<file path="src/logic/nuf_consts.svh">
// Constants for the unique-ID and feature command block: codes, addresses, layouts, timing.
`ifndef NUF_CONSTS_SVH
`define NUF_CONSTS_SVH

`define NUF_CLK_PERIOD_NS 10

`define NUF_CMD_READ_UID 8'hED
`define NUF_CMD_SET_FEAT 8'hEF
`define NUF_CMD_GET_FEAT 8'hEE
`define NUF_CMD_READ_PPAGE 8'hEC
`define NUF_CMD_STATUS 8'h70
`define NUF_CMD_READ_MODE 8'h00
`define NUF_CMD_RESET_A 8'hFF
`define NUF_CMD_RESET_B 8'hFC
`define NUF_CMD_RESET_C 8'hFA
`define NUF_CMD_COL_CHANGE 8'h05
`define NUF_CMD_COL_CONFIRM 8'hE0

`define NUF_UID_ADDR 8'h00

`define NUF_FA_TIMING 8'h01
`define NUF_FA_DRIVE 8'h10
`define NUF_FA_DRIVE_ALT 8'h80
`define NUF_FA_PULLDOWN 8'h81
`define NUF_FA_RETRY 8'h89
`define NUF_FA_ARRAY_MODE 8'h90

`define NUF_FEAT_COUNT 6
`define NUF_FEAT_IDX_TIMING 3'h0
`define NUF_FEAT_IDX_RESERVED 3'h6
`define NUF_FEAT_RESET_TIMING 32'h00000000
`define NUF_FEAT_RESET_DRIVE 32'h00000002
`define NUF_FEAT_RESET_OTHER 32'h00000000
`define NUF_TM_FIELD_MASK 32'h0000003F
`define NUF_IF_LSB 4
`define NUF_IF_SYNC 2'h1

`define NUF_UID_SPAN 512
`define NUF_PP_SLOT 512
`define NUF_PP_FF_START 8704
`define NUF_PP_END 8936
`define NUF_FEAT_BYTES 4

`define NUF_ST_RDY 6
`define NUF_ST_ARDY 5

`endif

</file>
<file path="src/logic/nuf_pkg.sv">
// Types shared by the unique-ID and feature command block.
`default_nettype none
package nuf_pkg;
    typedef struct packed {
        logic ce_n;
        logic cle;
        logic ale;
        logic we_n;
        logic re_n;
        logic dqs;
        logic [7:0] dq;
    } nuf_pins_t;

    typedef enum logic [3:0] {
        NUF_IDLE, NUF_UID_ADDR, NUF_PP_ADDR, NUF_SF_ADDR, NUF_SF_DATA,
        NUF_GF_ADDR, NUF_BUSY, NUF_OUT, NUF_COL_ADDR
    } nuf_state_t;

    typedef enum logic [2:0] {NUF_OP_NONE, NUF_OP_UID, NUF_OP_PP, NUF_OP_SF, NUF_OP_GF} nuf_op_t;
endpackage
`default_nettype wire

</file>
<file path="src/logic/nuf_target.sv">
// Output byte FIFO and the command interpreter for unique-ID, parameter page and features.
`timescale 1ns/1ps
`default_nettype none
`include "nuf_consts.svh"

module nuf_fifo #(
    parameter int WIDTH = 8,
    parameter int DEPTH = 8
) (
    // Clock and reset.
    input wire logic clk,
    input wire logic arst_n,
    input wire logic flush,
    // Fill side.
    input wire logic in_valid,
    output logic in_ready,
    input wire logic [WIDTH-1:0] in_data,
    // Drain side.
    output logic out_valid,
    input wire logic out_ready,
    output logic [WIDTH-1:0] out_data
);
    localparam int AW = $clog2(DEPTH);
    logic [WIDTH-1:0] mem_reg [DEPTH];
    logic [AW-1:0] wr_ptr_reg;
    logic [AW-1:0] rd_ptr_reg;
    logic [AW:0] count_reg;
    wire logic push = in_valid && in_ready;
    wire logic pop = out_valid && out_ready;

    assign in_ready = (count_reg != (AW+1)'(DEPTH));
    assign out_valid = (count_reg != '0);
    assign out_data = mem_reg[rd_ptr_reg];

    always_ff @(posedge clk or negedge arst_n) begin
        if (!arst_n) begin
            wr_ptr_reg <= '0;
            rd_ptr_reg <= '0;
            count_reg <= '0;
        end else if (flush) begin
            wr_ptr_reg <= '0;
            rd_ptr_reg <= '0;
            count_reg <= '0;
        end else begin
            if (push) wr_ptr_reg <= (wr_ptr_reg == AW'(DEPTH-1)) ? '0 : wr_ptr_reg + 1'b1;
            if (pop) rd_ptr_reg <= (rd_ptr_reg == AW'(DEPTH-1)) ? '0 : rd_ptr_reg + 1'b1;
            count_reg <= count_reg + (AW+1)'(push) - (AW+1)'(pop);
        end
    end

    always_ff @(posedge clk) begin
        if (push) mem_reg[wr_ptr_reg] <= in_data;
    end
endmodule // nuf_fifo

// Operation
// RULE1: Unique-ID, set and get features are taken only while all dies are idle.
// RULE2: Unique-ID command enters unique-ID mode until another valid command.
// RULE3: Unique-ID takes one zero address cycle, then busy for the array read time.
// RULE4: Host uses read-mode command after status polling to resume data output.
// RULE5: Unique-ID output is one byte per toggle async, one per edge sync.
// RULE6: Sixteen 32-byte copies, each 16 identifier bytes then their complement.
// RULE7: Host XORs copy halves, accepting only all-ones, else tries next copy.
// RULE8: Host may move column with plain change-read-column, never the enhanced one.
// RULE9: Feature commands take one address byte and move exactly four bytes.
// RULE10: Reset commands leave stored feature values unchanged unless noted.
// RULE11: Features decode at 01h, 10h, 80h, 81h, 89h, 90h; others reserved.
// RULE12: Set-features command enters set-features mode until another command.
// RULE13: Host waits the address-to-data interval before the first feature byte.
// RULE14: Feature bytes latch on write strobe rise async, data strobe rise sync.
// RULE15: Host repeats each sync feature byte on the following falling strobe edge.
// RULE16: Processing starts without waiting for the repeated copy of the last byte.
// RULE17: After four bytes, busy for the feature update time, visible in status.
// RULE18: Changing the interface type at 01h keeps busy for the interface change time.
// RULE19: Get-features command enters get-features mode until another valid command.
// RULE20: Get-features address is followed by busy for the feature update time.
// RULE21: Host never uses enhanced status read around get-features output.
// RULE22: Get-features output is one byte per toggle async, one per edge sync.
// RULE23: Parameter page repeats every 512 bytes; bytes 8704 to 8935 read all-ones.
// RULE24: Timing feature powers up as asynchronous interface, timing mode zero.
// RULE25: Reset under sync interface restores timing bits; under async it keeps them.
// RULE26: Reserved feature addresses ignore writes and read back zero bytes.
module nuf_target import nuf_pkg::*; #(
    parameter int ARRAY_READ_TIME_NS = 1000,
    parameter int FEATURE_UPDATE_TIME_NS = 1000,
    parameter int INTERFACE_CHANGE_TIME_NS = 1000,
    parameter logic [127:0] UNIQUE_ID = 128'h0123456789ABCDEF0F1E2D3C4B5A6978,
    parameter int FIFO_DEPTH = 8
) (
    // Clock and reset.
    input wire logic clk,
    input wire logic arst_n,
    // Host pins.
    input wire logic ce_n,
    input wire logic cle,
    input wire logic ale,
    input wire logic we_n,
    input wire logic read_strobe_n,
    input wire logic dqs_in,
    input wire logic [7:0] dq_in,
    output logic [7:0] dq_out,
    output logic dq_oe,
    output logic dqs_out,
    output logic dqs_oe,
    output logic ready_busy_n_out,
    output logic ready_busy_n_oe,
    // Die state from the array logic.
    input wire logic dies_idle
);
    // The identifier value above is arbitrary.
    localparam int ARRAY_READ_CYC = (ARRAY_READ_TIME_NS / `NUF_CLK_PERIOD_NS < 1) ? 1 :
        ARRAY_READ_TIME_NS / `NUF_CLK_PERIOD_NS;
    localparam int FEAT_CYC = (FEATURE_UPDATE_TIME_NS / `NUF_CLK_PERIOD_NS < 1) ? 1 :
        FEATURE_UPDATE_TIME_NS / `NUF_CLK_PERIOD_NS;
    localparam int ITC_CYC = (INTERFACE_CHANGE_TIME_NS / `NUF_CLK_PERIOD_NS < 1) ? 1 :
        INTERFACE_CHANGE_TIME_NS / `NUF_CLK_PERIOD_NS;

    // Pin synchronisers; a change counts only once the second and third stages agree.
    nuf_pins_t pin_s1_reg, pin_s2_reg, pin_s3_reg, pin_reg, pin_prev_reg;
    wire nuf_pins_t pins_now = '{ce_n, cle, ale, we_n, read_strobe_n, dqs_in, dq_in};
    wire nuf_pins_t agree = ~(pin_s2_reg ^ pin_s3_reg);
    wire nuf_pins_t pin_next = (agree & pin_s3_reg) | (~agree & pin_reg);

    always_ff @(posedge clk or negedge arst_n) begin
        if (!arst_n) begin
            pin_s1_reg <= '{1'b1, 1'b0, 1'b0, 1'b1, 1'b1, 1'b0, 8'h00};
            pin_s2_reg <= '{1'b1, 1'b0, 1'b0, 1'b1, 1'b1, 1'b0, 8'h00};
            pin_s3_reg <= '{1'b1, 1'b0, 1'b0, 1'b1, 1'b1, 1'b0, 8'h00};
            pin_reg <= '{1'b1, 1'b0, 1'b0, 1'b1, 1'b1, 1'b0, 8'h00};
            pin_prev_reg <= '{1'b1, 1'b0, 1'b0, 1'b1, 1'b1, 1'b0, 8'h00};
        end else begin
            pin_s1_reg <= pins_now;
            pin_s2_reg <= pin_s1_reg;
            pin_s3_reg <= pin_s2_reg;
            pin_reg <= pin_next;
            pin_prev_reg <= pin_reg;
        end
    end

    // Registers and state.
    nuf_state_t state_reg, state_next;
    nuf_op_t op_reg, op_next;
    logic status_mode_reg, status_mode_next;
    logic [31:0] busy_cnt_reg, busy_cnt_next;
    logic [7:0] faddr_reg, faddr_next;
    logic [31:0] sf_buf_reg, sf_buf_next;
    logic [1:0] sf_cnt_reg, sf_cnt_next;
    logic [13:0] col_reg, col_next;
    logic [13:0] src_col_reg, src_col_next;
    logic col_hi_reg, col_hi_next;
    logic [7:0] dq_out_reg, dq_out_next;
    logic dqs_out_reg;
    logic dq_oe_reg, dqs_oe_reg, rb_oe_reg;
    logic [31:0] feat_reg [`NUF_FEAT_COUNT];

    // Strobe events seen on the synchronised pins.
    wire logic selected = !pin_reg.ce_n;
    wire logic we_rise = selected && pin_reg.we_n && !pin_prev_reg.we_n;
    wire logic dqs_rise = selected && pin_reg.dqs && !pin_prev_reg.dqs;
    wire logic re_fall = selected && !pin_reg.re_n && pin_prev_reg.re_n;
    wire logic re_edge = selected && (pin_reg.re_n != pin_prev_reg.re_n);
    wire logic [7:0] bus_byte = pin_reg.dq;
    wire logic if_sync = (feat_reg[0][`NUF_IF_LSB +: 2] == `NUF_IF_SYNC);
    wire logic cmd_ev = we_rise && pin_reg.cle && !pin_reg.ale;
    wire logic addr_ev = we_rise && pin_reg.ale && !pin_reg.cle;
    wire logic data_in_ev = !pin_reg.cle && !pin_reg.ale &&
        (if_sync ? dqs_rise : we_rise); // [RULE14]
    wire logic read_ev = if_sync ? re_edge : re_fall; // [RULE5] [RULE22]
    wire logic busy = (state_reg == NUF_BUSY);
    wire logic may_start = dies_idle && !busy; // [RULE1]

    // Command classification.
    wire logic is_reset_cmd = (bus_byte == `NUF_CMD_RESET_A) ||
        (bus_byte == `NUF_CMD_RESET_B) || (bus_byte == `NUF_CMD_RESET_C);
    wire logic is_uid_cmd = (bus_byte == `NUF_CMD_READ_UID);
    wire logic is_sf_cmd = (bus_byte == `NUF_CMD_SET_FEAT);
    wire logic is_gf_cmd = (bus_byte == `NUF_CMD_GET_FEAT);
    wire logic is_pp_cmd = (bus_byte == `NUF_CMD_READ_PPAGE);

    // Feature address decode; index 6 stands for every reserved address.
    wire logic [2:0] fidx;
    assign fidx = (faddr_reg == `NUF_FA_TIMING) ? 3'h0 :
        (faddr_reg == `NUF_FA_DRIVE) ? 3'h1 :
        (faddr_reg == `NUF_FA_DRIVE_ALT) ? 3'h2 :
        (faddr_reg == `NUF_FA_PULLDOWN) ? 3'h3 :
        (faddr_reg == `NUF_FA_RETRY) ? 3'h4 :
        (faddr_reg == `NUF_FA_ARRAY_MODE) ? 3'h5 : `NUF_FEAT_IDX_RESERVED; // [RULE11]
    wire logic fidx_valid = (fidx != `NUF_FEAT_IDX_RESERVED);
    wire logic [31:0] feat_rd = fidx_valid ? feat_reg[fidx] : 32'h00000000; // [RULE26]
    wire logic [31:0] sf_word = {bus_byte, sf_buf_reg[31:8]};
    wire logic sf_last = (state_reg == NUF_SF_DATA) && data_in_ev && (sf_cnt_reg == 2'h3);
    wire logic sf_write = sf_last && fidx_valid; // [RULE16] [RULE26]
    wire logic if_change = (fidx == `NUF_FEAT_IDX_TIMING) &&
        (sf_word[`NUF_IF_LSB +: 2] != feat_reg[0][`NUF_IF_LSB +: 2]);
    wire logic reset_ev = cmd_ev && is_reset_cmd;

    // Feature storage; a reset command restores only the timing field under sync.
    genvar gi;
    generate
        for (gi = 0; gi < `NUF_FEAT_COUNT; gi++) begin : g_feat
            localparam logic [31:0] RST_VAL = (gi == 0) ? `NUF_FEAT_RESET_TIMING :
                (gi == 1 || gi == 2) ? `NUF_FEAT_RESET_DRIVE : `NUF_FEAT_RESET_OTHER;
            always_ff @(posedge clk or negedge arst_n) begin
                if (!arst_n) begin
                    feat_reg[gi] <= RST_VAL; // [RULE24]
                end else if (sf_write && fidx == 3'(gi)) begin
                    feat_reg[gi] <= sf_word; // [RULE9]
                end else if (gi == 0 && reset_ev && if_sync) begin
                    feat_reg[gi] <= (feat_reg[gi] & ~`NUF_TM_FIELD_MASK) |
                        (RST_VAL & `NUF_TM_FIELD_MASK); // [RULE25] [RULE10]
                end
            end
        end
    endgenerate

    // Byte source for the output path.
    function automatic logic [7:0] uid_byte(input logic [13:0] col);
        logic [7:0] b;
        b = UNIQUE_ID[8*(15 - col[3:0]) +: 8];
        return col[4] ? ~b : b; // [RULE6]
    endfunction

    function automatic logic [7:0] ppage_byte(input logic [13:0] col);
        logic [8:0] off;
        off = col[8:0];
        if (col >= 14'(`NUF_PP_FF_START)) return 8'hFF; // [RULE23]
        case (off)
            9'd208: return 8'h01;
            9'd211: return 8'h28;
            9'd212: return 8'h0A;
            9'd213: return 8'h64;
            9'd215: return 8'h03;
            9'd216: return 8'h03;
            9'd420: return 8'h02;
            9'd422: return 8'h08;
            default: return 8'h00;
        endcase
    endfunction

    wire logic [7:0] src_byte = (op_reg == NUF_OP_UID) ? uid_byte(src_col_reg) :
        (op_reg == NUF_OP_PP) ? ppage_byte(src_col_reg) :
        feat_rd[8*src_col_reg[1:0] +: 8];
    wire logic src_more = (op_reg == NUF_OP_UID) ||
        (op_reg == NUF_OP_PP && src_col_reg < 14'(`NUF_PP_END)) ||
        (op_reg == NUF_OP_GF && src_col_reg < 14'(`NUF_FEAT_BYTES)); // [RULE9]
    wire logic src_valid = (state_reg == NUF_OUT) && src_more;
    wire logic src_ready;
    wire logic out_valid;
    wire logic [7:0] out_data;
    wire logic pop = (state_reg == NUF_OUT) && !status_mode_reg && read_ev && out_valid;
    logic flush;

    // Sixteen-copy unique-ID space wraps so reads past the end restart at copy zero.
    wire logic [13:0] src_col_inc = (op_reg == NUF_OP_UID) ?
        14'((src_col_reg + 14'h1) % 14'(`NUF_UID_SPAN)) : src_col_reg + 14'h1;

    nuf_fifo #(.WIDTH(8), .DEPTH(FIFO_DEPTH)) u_fifo (
        .clk(clk),
        .arst_n(arst_n),
        .flush(flush),
        .in_valid(src_valid),
        .in_ready(src_ready),
        .in_data(src_byte),
        .out_valid(out_valid),
        .out_ready(pop),
        .out_data(out_data)
    );

    // Command interpreter.
    always_comb begin
        state_next = state_reg;
        op_next = op_reg;
        status_mode_next = status_mode_reg;
        busy_cnt_next = busy_cnt_reg;
        faddr_next = faddr_reg;
        sf_buf_next = sf_buf_reg;
        sf_cnt_next = sf_cnt_reg;
        col_next = col_reg;
        col_hi_next = col_hi_reg;
        src_col_next = (src_valid && src_ready) ? src_col_inc : src_col_reg;
        flush = 1'b0;
        if (cmd_ev) begin
            if (bus_byte == `NUF_CMD_STATUS) begin
                status_mode_next = 1'b1;
            end else if (bus_byte == `NUF_CMD_READ_MODE && status_mode_reg) begin
                status_mode_next = 1'b0; // [RULE4]
            end else if (is_reset_cmd) begin
                state_next = NUF_IDLE;
                op_next = NUF_OP_NONE;
                status_mode_next = 1'b0;
                flush = 1'b1;
            end else if ((is_uid_cmd || is_sf_cmd || is_gf_cmd || is_pp_cmd) && may_start) begin
                flush = 1'b1;
                status_mode_next = 1'b0;
                if (is_uid_cmd) begin
                    state_next = NUF_UID_ADDR; // [RULE2]
                    op_next = NUF_OP_UID;
                end else if (is_sf_cmd) begin
                    state_next = NUF_SF_ADDR; // [RULE12]
                    op_next = NUF_OP_SF;
                end else if (is_gf_cmd) begin
                    state_next = NUF_GF_ADDR; // [RULE19]
                    op_next = NUF_OP_GF;
                end else begin
                    state_next = NUF_PP_ADDR;
                    op_next = NUF_OP_PP;
                end
            end else if (bus_byte == `NUF_CMD_COL_CHANGE && state_reg == NUF_OUT) begin
                state_next = NUF_COL_ADDR;
                col_hi_next = 1'b0;
            end else if (bus_byte == `NUF_CMD_COL_CONFIRM && state_reg == NUF_COL_ADDR) begin
                state_next = NUF_OUT;
                src_col_next = col_reg;
                flush = 1'b1;
            end
        end else begin
            case (state_reg)
                NUF_UID_ADDR, NUF_PP_ADDR: begin
                    if (addr_ev) begin
                        state_next = NUF_BUSY; // [RULE3]
                        busy_cnt_next = 32'(ARRAY_READ_CYC - 1);
                    end
                end
                NUF_SF_ADDR: begin
                    if (addr_ev) begin
                        faddr_next = bus_byte;
                        sf_cnt_next = 2'h0;
                        state_next = NUF_SF_DATA;
                    end
                end
                NUF_SF_DATA: begin
                    if (data_in_ev) begin
                        sf_buf_next = sf_word;
                        sf_cnt_next = sf_cnt_reg + 2'h1;
                        if (sf_last) begin
                            state_next = NUF_BUSY; // [RULE17]
                            busy_cnt_next = (sf_write && if_change) ?
                                32'(ITC_CYC - 1) : 32'(FEAT_CYC - 1); // [RULE18]
                        end
                    end
                end
                NUF_GF_ADDR: begin
                    if (addr_ev) begin
                        faddr_next = bus_byte;
                        state_next = NUF_BUSY; // [RULE20]
                        busy_cnt_next = 32'(FEAT_CYC - 1);
                    end
                end
                NUF_BUSY: begin
                    if (busy_cnt_reg == 32'h0) begin
                        state_next = (op_reg == NUF_OP_SF) ? NUF_IDLE : NUF_OUT;
                        src_col_next = 14'h0;
                        flush = 1'b1;
                    end else begin
                        busy_cnt_next = busy_cnt_reg - 32'h1;
                    end
                end
                NUF_COL_ADDR: begin
                    if (addr_ev) begin
                        col_hi_next = 1'b1;
                        if (col_hi_reg) col_next = {bus_byte[5:0], col_reg[7:0]};
                        else col_next = {col_reg[13:8], bus_byte};
                    end
                end
                default: begin
                end
            endcase
        end
    end

    // Output byte, strobe and pin enables; status reads bypass the FIFO.
    wire logic [7:0] status_byte = {1'b0, !busy, !busy, 5'h00};
    wire logic reading = selected && !pin_reg.cle && !pin_reg.ale && !pin_reg.re_n;
    always_comb begin
        dq_out_next = dq_out_reg;
        if (status_mode_reg && read_ev) dq_out_next = status_byte; // [RULE17]
        else if (pop) dq_out_next = out_data;
    end

    always_ff @(posedge clk or negedge arst_n) begin
        if (!arst_n) begin
            state_reg <= NUF_IDLE;
            op_reg <= NUF_OP_NONE;
            status_mode_reg <= 1'b0;
            busy_cnt_reg <= 32'h00000000;
            faddr_reg <= 8'h00;
            sf_buf_reg <= 32'h00000000;
            sf_cnt_reg <= 2'h0;
            col_reg <= 14'h0000;
            col_hi_reg <= 1'b0;
            src_col_reg <= 14'h0000;
            dq_out_reg <= 8'h00;
        end else begin
            state_reg <= state_next;
            op_reg <= op_next;
            status_mode_reg <= status_mode_next;
            busy_cnt_reg <= busy_cnt_next;
            faddr_reg <= faddr_next;
            sf_buf_reg <= sf_buf_next;
            sf_cnt_reg <= sf_cnt_next;
            col_reg <= col_next;
            col_hi_reg <= col_hi_next;
            src_col_reg <= src_col_next;
            dq_out_reg <= dq_out_next;
        end
    end

    // In sync mode the data strobe toggles once per byte so both edges carry data.
    always_ff @(posedge clk or negedge arst_n) begin
        if (!arst_n) begin
            dqs_out_reg <= 1'b0;
            dq_oe_reg <= 1'b0;
            dqs_oe_reg <= 1'b0;
            rb_oe_reg <= 1'b0;
        end else begin
            if (pop && if_sync) dqs_out_reg <= !dqs_out_reg; // [RULE5] [RULE22]
            dq_oe_reg <= reading && (state_reg == NUF_OUT || status_mode_reg);
            dqs_oe_reg <= selected && if_sync && state_reg == NUF_OUT;
            rb_oe_reg <= (state_next == NUF_BUSY);
        end
    end

    assign dq_out = dq_out_reg;
    assign dq_oe = dq_oe_reg;
    assign dqs_out = dqs_out_reg;
    assign dqs_oe = dqs_oe_reg;
    assign ready_busy_n_out = 1'b0;
    assign ready_busy_n_oe = rb_oe_reg;
endmodule // nuf_target
`default_nettype wire

</file>
<file path="config.mk">
export PLATFORM = sky130hd
export DESIGN_NAME = nuf_target
export DESIGN_NICKNAME = d
export VERILOG_FILES = /design/src/logic/nuf_pkg.sv /design/src/logic/nuf_target.sv
export VERILOG_INCLUDE_DIRS = /design/src /design/src/logic
export SDC_FILE = /design/constraint.sdc
export NUM_CORES = 1
export LEC_CHECK = 0
export ABC_AREA = 1
export BUFFER_PORTS_ARGS = -buffer_cell sky130_fd_sc_hd__buf_2
export CORE_UTILIZATION = 46
export DETAILED_ROUTE_END_ITERATION = 8
export HOLD_SLACK_MARGIN = 0.05
export PLACE_DENSITY = 0.69
export SKIP_LAST_GASP = 1
export SYNTH_ARGS = -nofsm -noshare
export SYNTH_HDL_FRONTEND = slang
export SYNTH_SLANG_ARGS = --single-unit
export TNS_END_PERCENT = 1
</file>
<file path="constraint.sdc">
create_clock -name clk -period 6.95 [get_ports clk]
set_input_delay 0.3475 -clock clk [delete_from_list [all_inputs] [get_ports clk]]
set_output_delay 0.3475 -clock clk [all_outputs]
set_load 0.1 [all_outputs]
</file>
Word level (Yosys, flattened, before mapping)

Memory sizes are Yosys's and may differ from the RTL's.
Index checks and enable logic that the tools add are counted.

Flip-flop bits (word level): 384
Memory bits (writable): 64
Output and inout bits: 13
Logic and storage cells: 325
Memories kept: 1

Memory list:

| name           | depth | width | read ports | clocked after memory_dff | wr ports | line             | RTL |
|---|---|---|---|---|---|---|---|
| u_fifo.mem_reg | 8     | 8     | 1          | 0                        | 1        | nuf_target.sv:24 | `logic [WIDTH-1:0] mem_reg [DEPTH];` |

$add $sub $neg: 8
$lt $le $gt $ge: 4
Eq/ne operators: 59
Shift operators: 2
Muxes and demuxes: 94
Bitwise gates (word level): 12
Reductions and logical operators: 88

Operators by type and width:

| operator                  | number |
|---|---|
| $mux 32                   | 8 |
| $mux 14                   | 11 |
| $shiftx 128x33->8 const A | 1 |
| $bmux 32 s3               | 1 |
| $eq 8x8->1 const B        | 12 |
| $pmux 32 s3               | 1 |
| $mux 3                    | 19 |
| $mux 8                    | 7 |
| $eq 9x8->1 const B        | 6 |
| $mux 4                    | 13 |
| $pmux 7 s7                | 1 |
| $logic_and 1x1->1         | 45 |
| $logic_not 32->1          | 1 |
| $shiftx 32x6->8           | 1 |
| $sub 32x1->32 const B     | 1 |
| $and 14x14->14            | 2 |
| $not 14->14               | 2 |
| $mux 1                    | 26 |
| $eq 4x3->1 const B        | 5 |
| $eq 9x9->1 const B        | 2 |
| $ne 2x2->1 const B        | 8 |
| $pmux 4 s4                | 1 |
| $reduce_and 4->1          | 4 |
| $reduce_bool 2->1         | 8 |
| other kinds (46)          | 81 |

Longest topological paths before layout

Word-level depth: 15
Gate-level depth with buffers: 20
Gate-level depth less buffers: 19

Modules after synthesis

A second synthesis with hierarchy kept.

Cell total of the unflattened synthesis: 2606
Area total of the unflattened synthesis: 21296.7 um2

By module, submodules not included:

| module     | times used | cells each | area an instance (um2) | sequential area each (um2) |
|---|---|---|---|---|
| nuf_target | 1          | 2247       | 17794.6                | 9178.8 |
| nuf_fifo   | 1          | 359        | 3502.1                 | 2172.1 |

Least setup slack after synthesis

No wires, ideal clock.

Kind: flip-flop to flip-flop
Start: reg src_col_reg[3]
End: mem u_fifo.mem_reg[0][0], enable pin
Arrival time: 2.174 ns
Required time: 6.567 ns
Slack: 4.393 ns
Cell stages (with the launch flop): 12
Clock period less this slack: 2.557 ns
Cells stage by stage: dfrtp_1 -> clkbuf_1 -> nor2_1 -> nand3_1 -> nor4_1 -> nand3_1 -> nand3_1 -> nand2_1 -> buf_2 -> inv_2 -> nand2_1 -> nor3_1

Cells in the longest elaborated chain, start to end: 8
Elaborated cells on any way between the ends: 10

Ends and longest elaborated chain:

| item                             | line              | RTL |
|---|---|---|
| from (decl)                      | nuf_target.sv:149 | `logic [13:0] src_col_reg, src_col_next;` |
| from (signal assigned)           | nuf_target.sv:403 | `src_col_reg <= src_col_next;` |
| $lt 14x14->1                     | nuf_target.sv:244 | `` (op_reg == NUF_OP_PP && src_col_reg < 14'(`NUF_PP_END)) \|\| `` |
| $logic_and 1x1->1                | nuf_target.sv:244 |  |
| $logic_or 1x1->1                 | nuf_target.sv:243 | `wire logic src_more = (op_reg == NUF_OP_UID) \|\|` |
| $logic_or 1x1->1 (*)             | nuf_target.sv:243 |  |
| $logic_and 1x1->1 (*)            | nuf_target.sv:246 | `wire logic src_valid = (state_reg == NUF_OUT) && src_more;` |
| $logic_and 1x1->1 (*)            | nuf_target.sv:28  | `wire logic push = in_valid && in_ready;` |
| $mux 1 (*)                       | nuf_target.sv:52  | `if (push) mem_reg[wr_ptr_reg] <= in_data;` |
| $mux 1 (implied by the code) (*) | nuf_target.sv:52  |  |
| to (decl)                        | nuf_target.sv:24  |  |

Mark *: on every way between the ends. The rest lies on a longest branch, timed or not.

Worst setup path in the final report

Start: reg faddr_reg[3]
End: mem u_fifo.mem_reg[7][7], data pin

Cells in the longest elaborated chain, start to end: 15
Elaborated cells on any way between the ends: 21

Ends and longest elaborated chain:

| item                                        | line              | RTL |
|---|---|---|
| from (decl)                                 | nuf_target.sv:145 | `logic [7:0] faddr_reg, faddr_next;` |
| from (signal assigned)                      | nuf_target.sv:398 | `faddr_reg <= faddr_next;` |
| $eq 8x8->1 (no source line)                 | n/a               |  |
| $mux 2 (no source line) (2 in series)       | n/a               |  |
| $mux 3 (no source line) (3 in series)       | n/a               |  |
| $mux 3 (no source line) (*)                 | n/a               |  |
| $not 3->4 (implied by the code)             | nuf_target.sv:189 | `wire logic [31:0] feat_rd = fidx_valid ? feat_reg[fidx] : 32'h00000000;` |
| $bmux 32 s3                                 | nuf_target.sv:189 |  |
| $mux 32 (implied by the code) (2 in series) | nuf_target.sv:189 |  |
| $mux 32 (*)                                 | nuf_target.sv:189 |  |
| $shiftx 32x6->8 (*)                         | nuf_target.sv:242 | `feat_rd[8*src_col_reg[1:0] +: 8];` |
| $mux 8 (*)                                  | nuf_target.sv:241 | `(op_reg == NUF_OP_PP) ? ppage_byte(src_col_reg) :` |
| $mux 8 (*)                                  | nuf_target.sv:240 | `wire logic [7:0] src_byte = (op_reg == NUF_OP_UID) ? uid_byte(src_col_reg) :` |
| named net src_byte[7]                       | nuf_target.sv:240 |  |

The timed path passes the listed nets; every way through them passes the cells marked *. The select of a mux whose other input is x is not followed.

==> impl_metrics.yaml <==
place:
  dp.cells: 2995
  hpwl_mm: 32.0
  place_congestion: 0.973
  port_buffers: 28
logic_synthesis:
  ys_ff_latch: 440
  syn_avg_cell_area_sq_um: 8.39
  ys_top_cells_by_count: "nand2_1, dfrtp_1, nor2_1, o21ai_0, inv_1"
  syn_area_sq_um: 20700
  synth_largest_area_cell: "dfrtp_1"
  synth_flop_cell: "dfrtp_1"
  yosysWarnings: 0
  synth_seq_area_share_pct: 54.7
  syn_inst: 2472
  async_flop_share_pct: 85.5
  synth_enable_flop_cells: 64
  synth_most_common_cell: "nand2_1"
  synth_nets: 2506
  synth_cell_types: 50
  synth.area.top_cells: "dfrtp_1, nand2_1, edfxtp_1"
  netlist.area_leader.share_pct: 43.4
worst_setup_path:
  reg2reg_depth: 10
  crit_chain: "nor2_1 -> nand3_1 -> nor2_2 -> nor2_1 -> nand2_4 -> nor2_2 -> buf_4 -> a21oi_1 -> nand3_1 -> a21oi_1"
  slowest_delay_ns: 0.69
  critical-path-slowest-cell: "a21oi_1"
  critPathCaptureType: "flip-flop"
  arrival_ns: 4.15
  worstReg2RegStart: "faddr_reg[3]"
  critPathKind: "reg -> reg"
  worst_setup_path_start_kind: "flip-flop"
  r2r-end: "u_fifo.mem_reg[7][7]"
  reg2reg_slack_ns: 3.10
  cp_max_fo: 43
  required_ns: 7.25
timing:
  rsz0062_at_grt: "false"
  period_needed_ns: 3.85
  timing_hold_violations_final: 0
  min_period_over_period_pct: 55.4
  max_freq_mhz: 260
  setup_viol: 0
  report.final.slew_viol_count: 0
  setup-tns-final_ns: 0
  fin_worst_skew_ns: 0.0326
  tightestPinTransition_ns: 1.10
  whs_ns: 0.272
  timing.slew.headroom_pct: 26.7
clock_network:
  numCtsBuffers: 46
  clock_path_buffers: 3
  cts.sinks: 440
  cts_root_buffer: "clkbuf_16"
  cts_setup_buffers: 0
  cts_tree: "built"
  hold_buffers: 15
  clkTransAtPathRegs_ns: 0.06
  clk_latency_ns: 0.59
  cts_resized: 0
  cts_htree_levels: 2
run_status:
  status: "complete, no violations"
routing:
  wl_mm: 50.6
  drc: 0
  first_iter_violations: 1486
  antenna_left: 0
  wire_per_inst_um: 16.3
  vias: 16700
  first_pass_iters: 6
  viasPerCell: 5.38
power:
  max-vdd-ir-drop_uv: 197
  power_density_nw_per_um2: 315
  power.leakage_nw: 10.5
floorplanning:
  core_area_sq_um: 44300
  die_w_um: 214
  fp-row-count: 77
  dieArea_sq_um: 45900
  io_pins: 30
  initial_core_util_pct: 46.8
  dieHeight_um: 214
layout:
  ff_latch_area_sq_um: 11400
  area_growth_pct: 11.5
  drive_above_1_share_pct: 8.15
  largest_register_ffs: 192
  finalNonFillerCells: 3096
  multi_input_area_sq_um: 8100
  nets: 2500
  fill_cells: 4087
  n_antenna_cell: 0
global_route:
  grt_pass1_wl_mm: 84.4
  grt_usage_pct: 22.5
  antenna_found_initial: 0
  grt_max_degree: 186
  grt.overflow.total: 0
  grt_pass1_vias: 16300
run:
  maxCapViolCount: 0
worst_hold_path:
  hp-class: "in -> async"
[metal layers]
layer	GRT usage [%]	wire [um]	share of wire, %	up-vias
met5	0	0	0	-
met4	6.57	1200	2.4	0
met2	37.0	23800	47	519
met1	30.7	22400	44	8010
li1	-	-	-	8046
met3	3.87	3270	6.5	90
[how the worst max path moves through the flow]
stage	from	to	slack [ns]	cells after the start
after global routing	faddr_reg[4]	u_fifo.mem_reg[7][7]	2.89	14
after floorplan	src_col_reg[3]	u_fifo.mem_reg[0][0]	4.39	11
after detailed placement	faddr_reg[3]	u_fifo.mem_reg[5][7]	3.24	10
after CTS	faddr_reg[1]	u_fifo.mem_reg[3][7]	3.20	14
after global placement	faddr_reg[6]	u_fifo.mem_reg[2][4]	3.29	10
final	faddr_reg[3]	u_fifo.mem_reg[7][7]	3.10	10
[stage by stage]
step           utilization (%)  setup slack (ns)  power (mW)  cell area, sq um
5_1_grt                   52.2              2.89        7.66             23100
2_1_floorplan                -              4.39        4.12             20700
4_1_cts                   52.2              3.20        7.32             23100
6_report                  52.2              3.10        7.29             23100
3_3_place_gp              47.9              3.29        4.51             21200
3_5_place_dp              47.9              3.24        4.54             21200
[cell usage in the layout, fill, tap and decap left out, types with 6 or more instances in the layout]
| cell type | n |
|---|---|
| nor3_2 | 8 |
| or2_2 | 10 |
| nand2_1 | 726 |
| clkbuf_16 | 49 |
| bufinv_16 | 10 |
| dfrtp_1 | 360 |
| xor2_1 | 33 |
| clkinv_2 | 8 |
| edfxtp_1 | 64 |
| ha_1 | 16 |
| maj3_1 | 14 |
| a21oi_1 | 59 |
| dfstp_2 | 16 |
| inv_1 | 186 |
| o211ai_1 | 19 |
| clkbuf_8 | 8 |
| nor4_1 | 10 |
| o21ai_1 | 116 |
| dlygate4sd3_1 | 15 |
| buf_2 | 27 |
| inv_2 | 22 |
| nor2_2 | 6 |
| buf_4 | 13 |
| nor3_1 | 18 |
| o31ai_1 | 7 |
| a31oi_1 | 7 |
| nor2_1 | 242 |
| nand4_1 | 25 |
| o21ai_0 | 229 |
| nand3_1 | 119 |
[report_power, final]
part	switching [mW]	internal, mW	leakage, nW
clock network	1.02	1.74	0.845
logic	1.21	0.449	4.02
registers	0.102	2.77	5.66
total	2.33	4.96	10.5
[cell type report]
type                            instances  area share, %
Clock inverter                         24           1.62
Timing Repair Buffer                   57           1.81
Multi-Input combinational cell       1712           35.0
Sequential cell                       440           49.1
Tap cell                              592           3.20
Clock buffer                           62           5.86
Inverter                              209           3.39
[logic make-up after synthesis]
family                   count (synthesis)  share of synthesized area (%)
AND/OR/NAND/NOR                       1184                           23.7
AO/OA/AOI/OAI                          458                           11.9
flip-flops                             440                           54.7
buffers and inverters                  320                           6.39
XOR/XNOR                                38                           1.60
adder cells (fa/ha/maj)                 31                           1.74
other                                    1                         0.0181
[critical path, delay by kind of cell, from the launching register on]
family / cells / cell delay (ns)
AOI/OAI and AO/OA: 2 / 1.19
buffers and inverters: 1 / 0.28
and+or+nand+nor: 7 / 1.66
DFF: 1 / 0.41
Power figures use the tool's default switching activity.
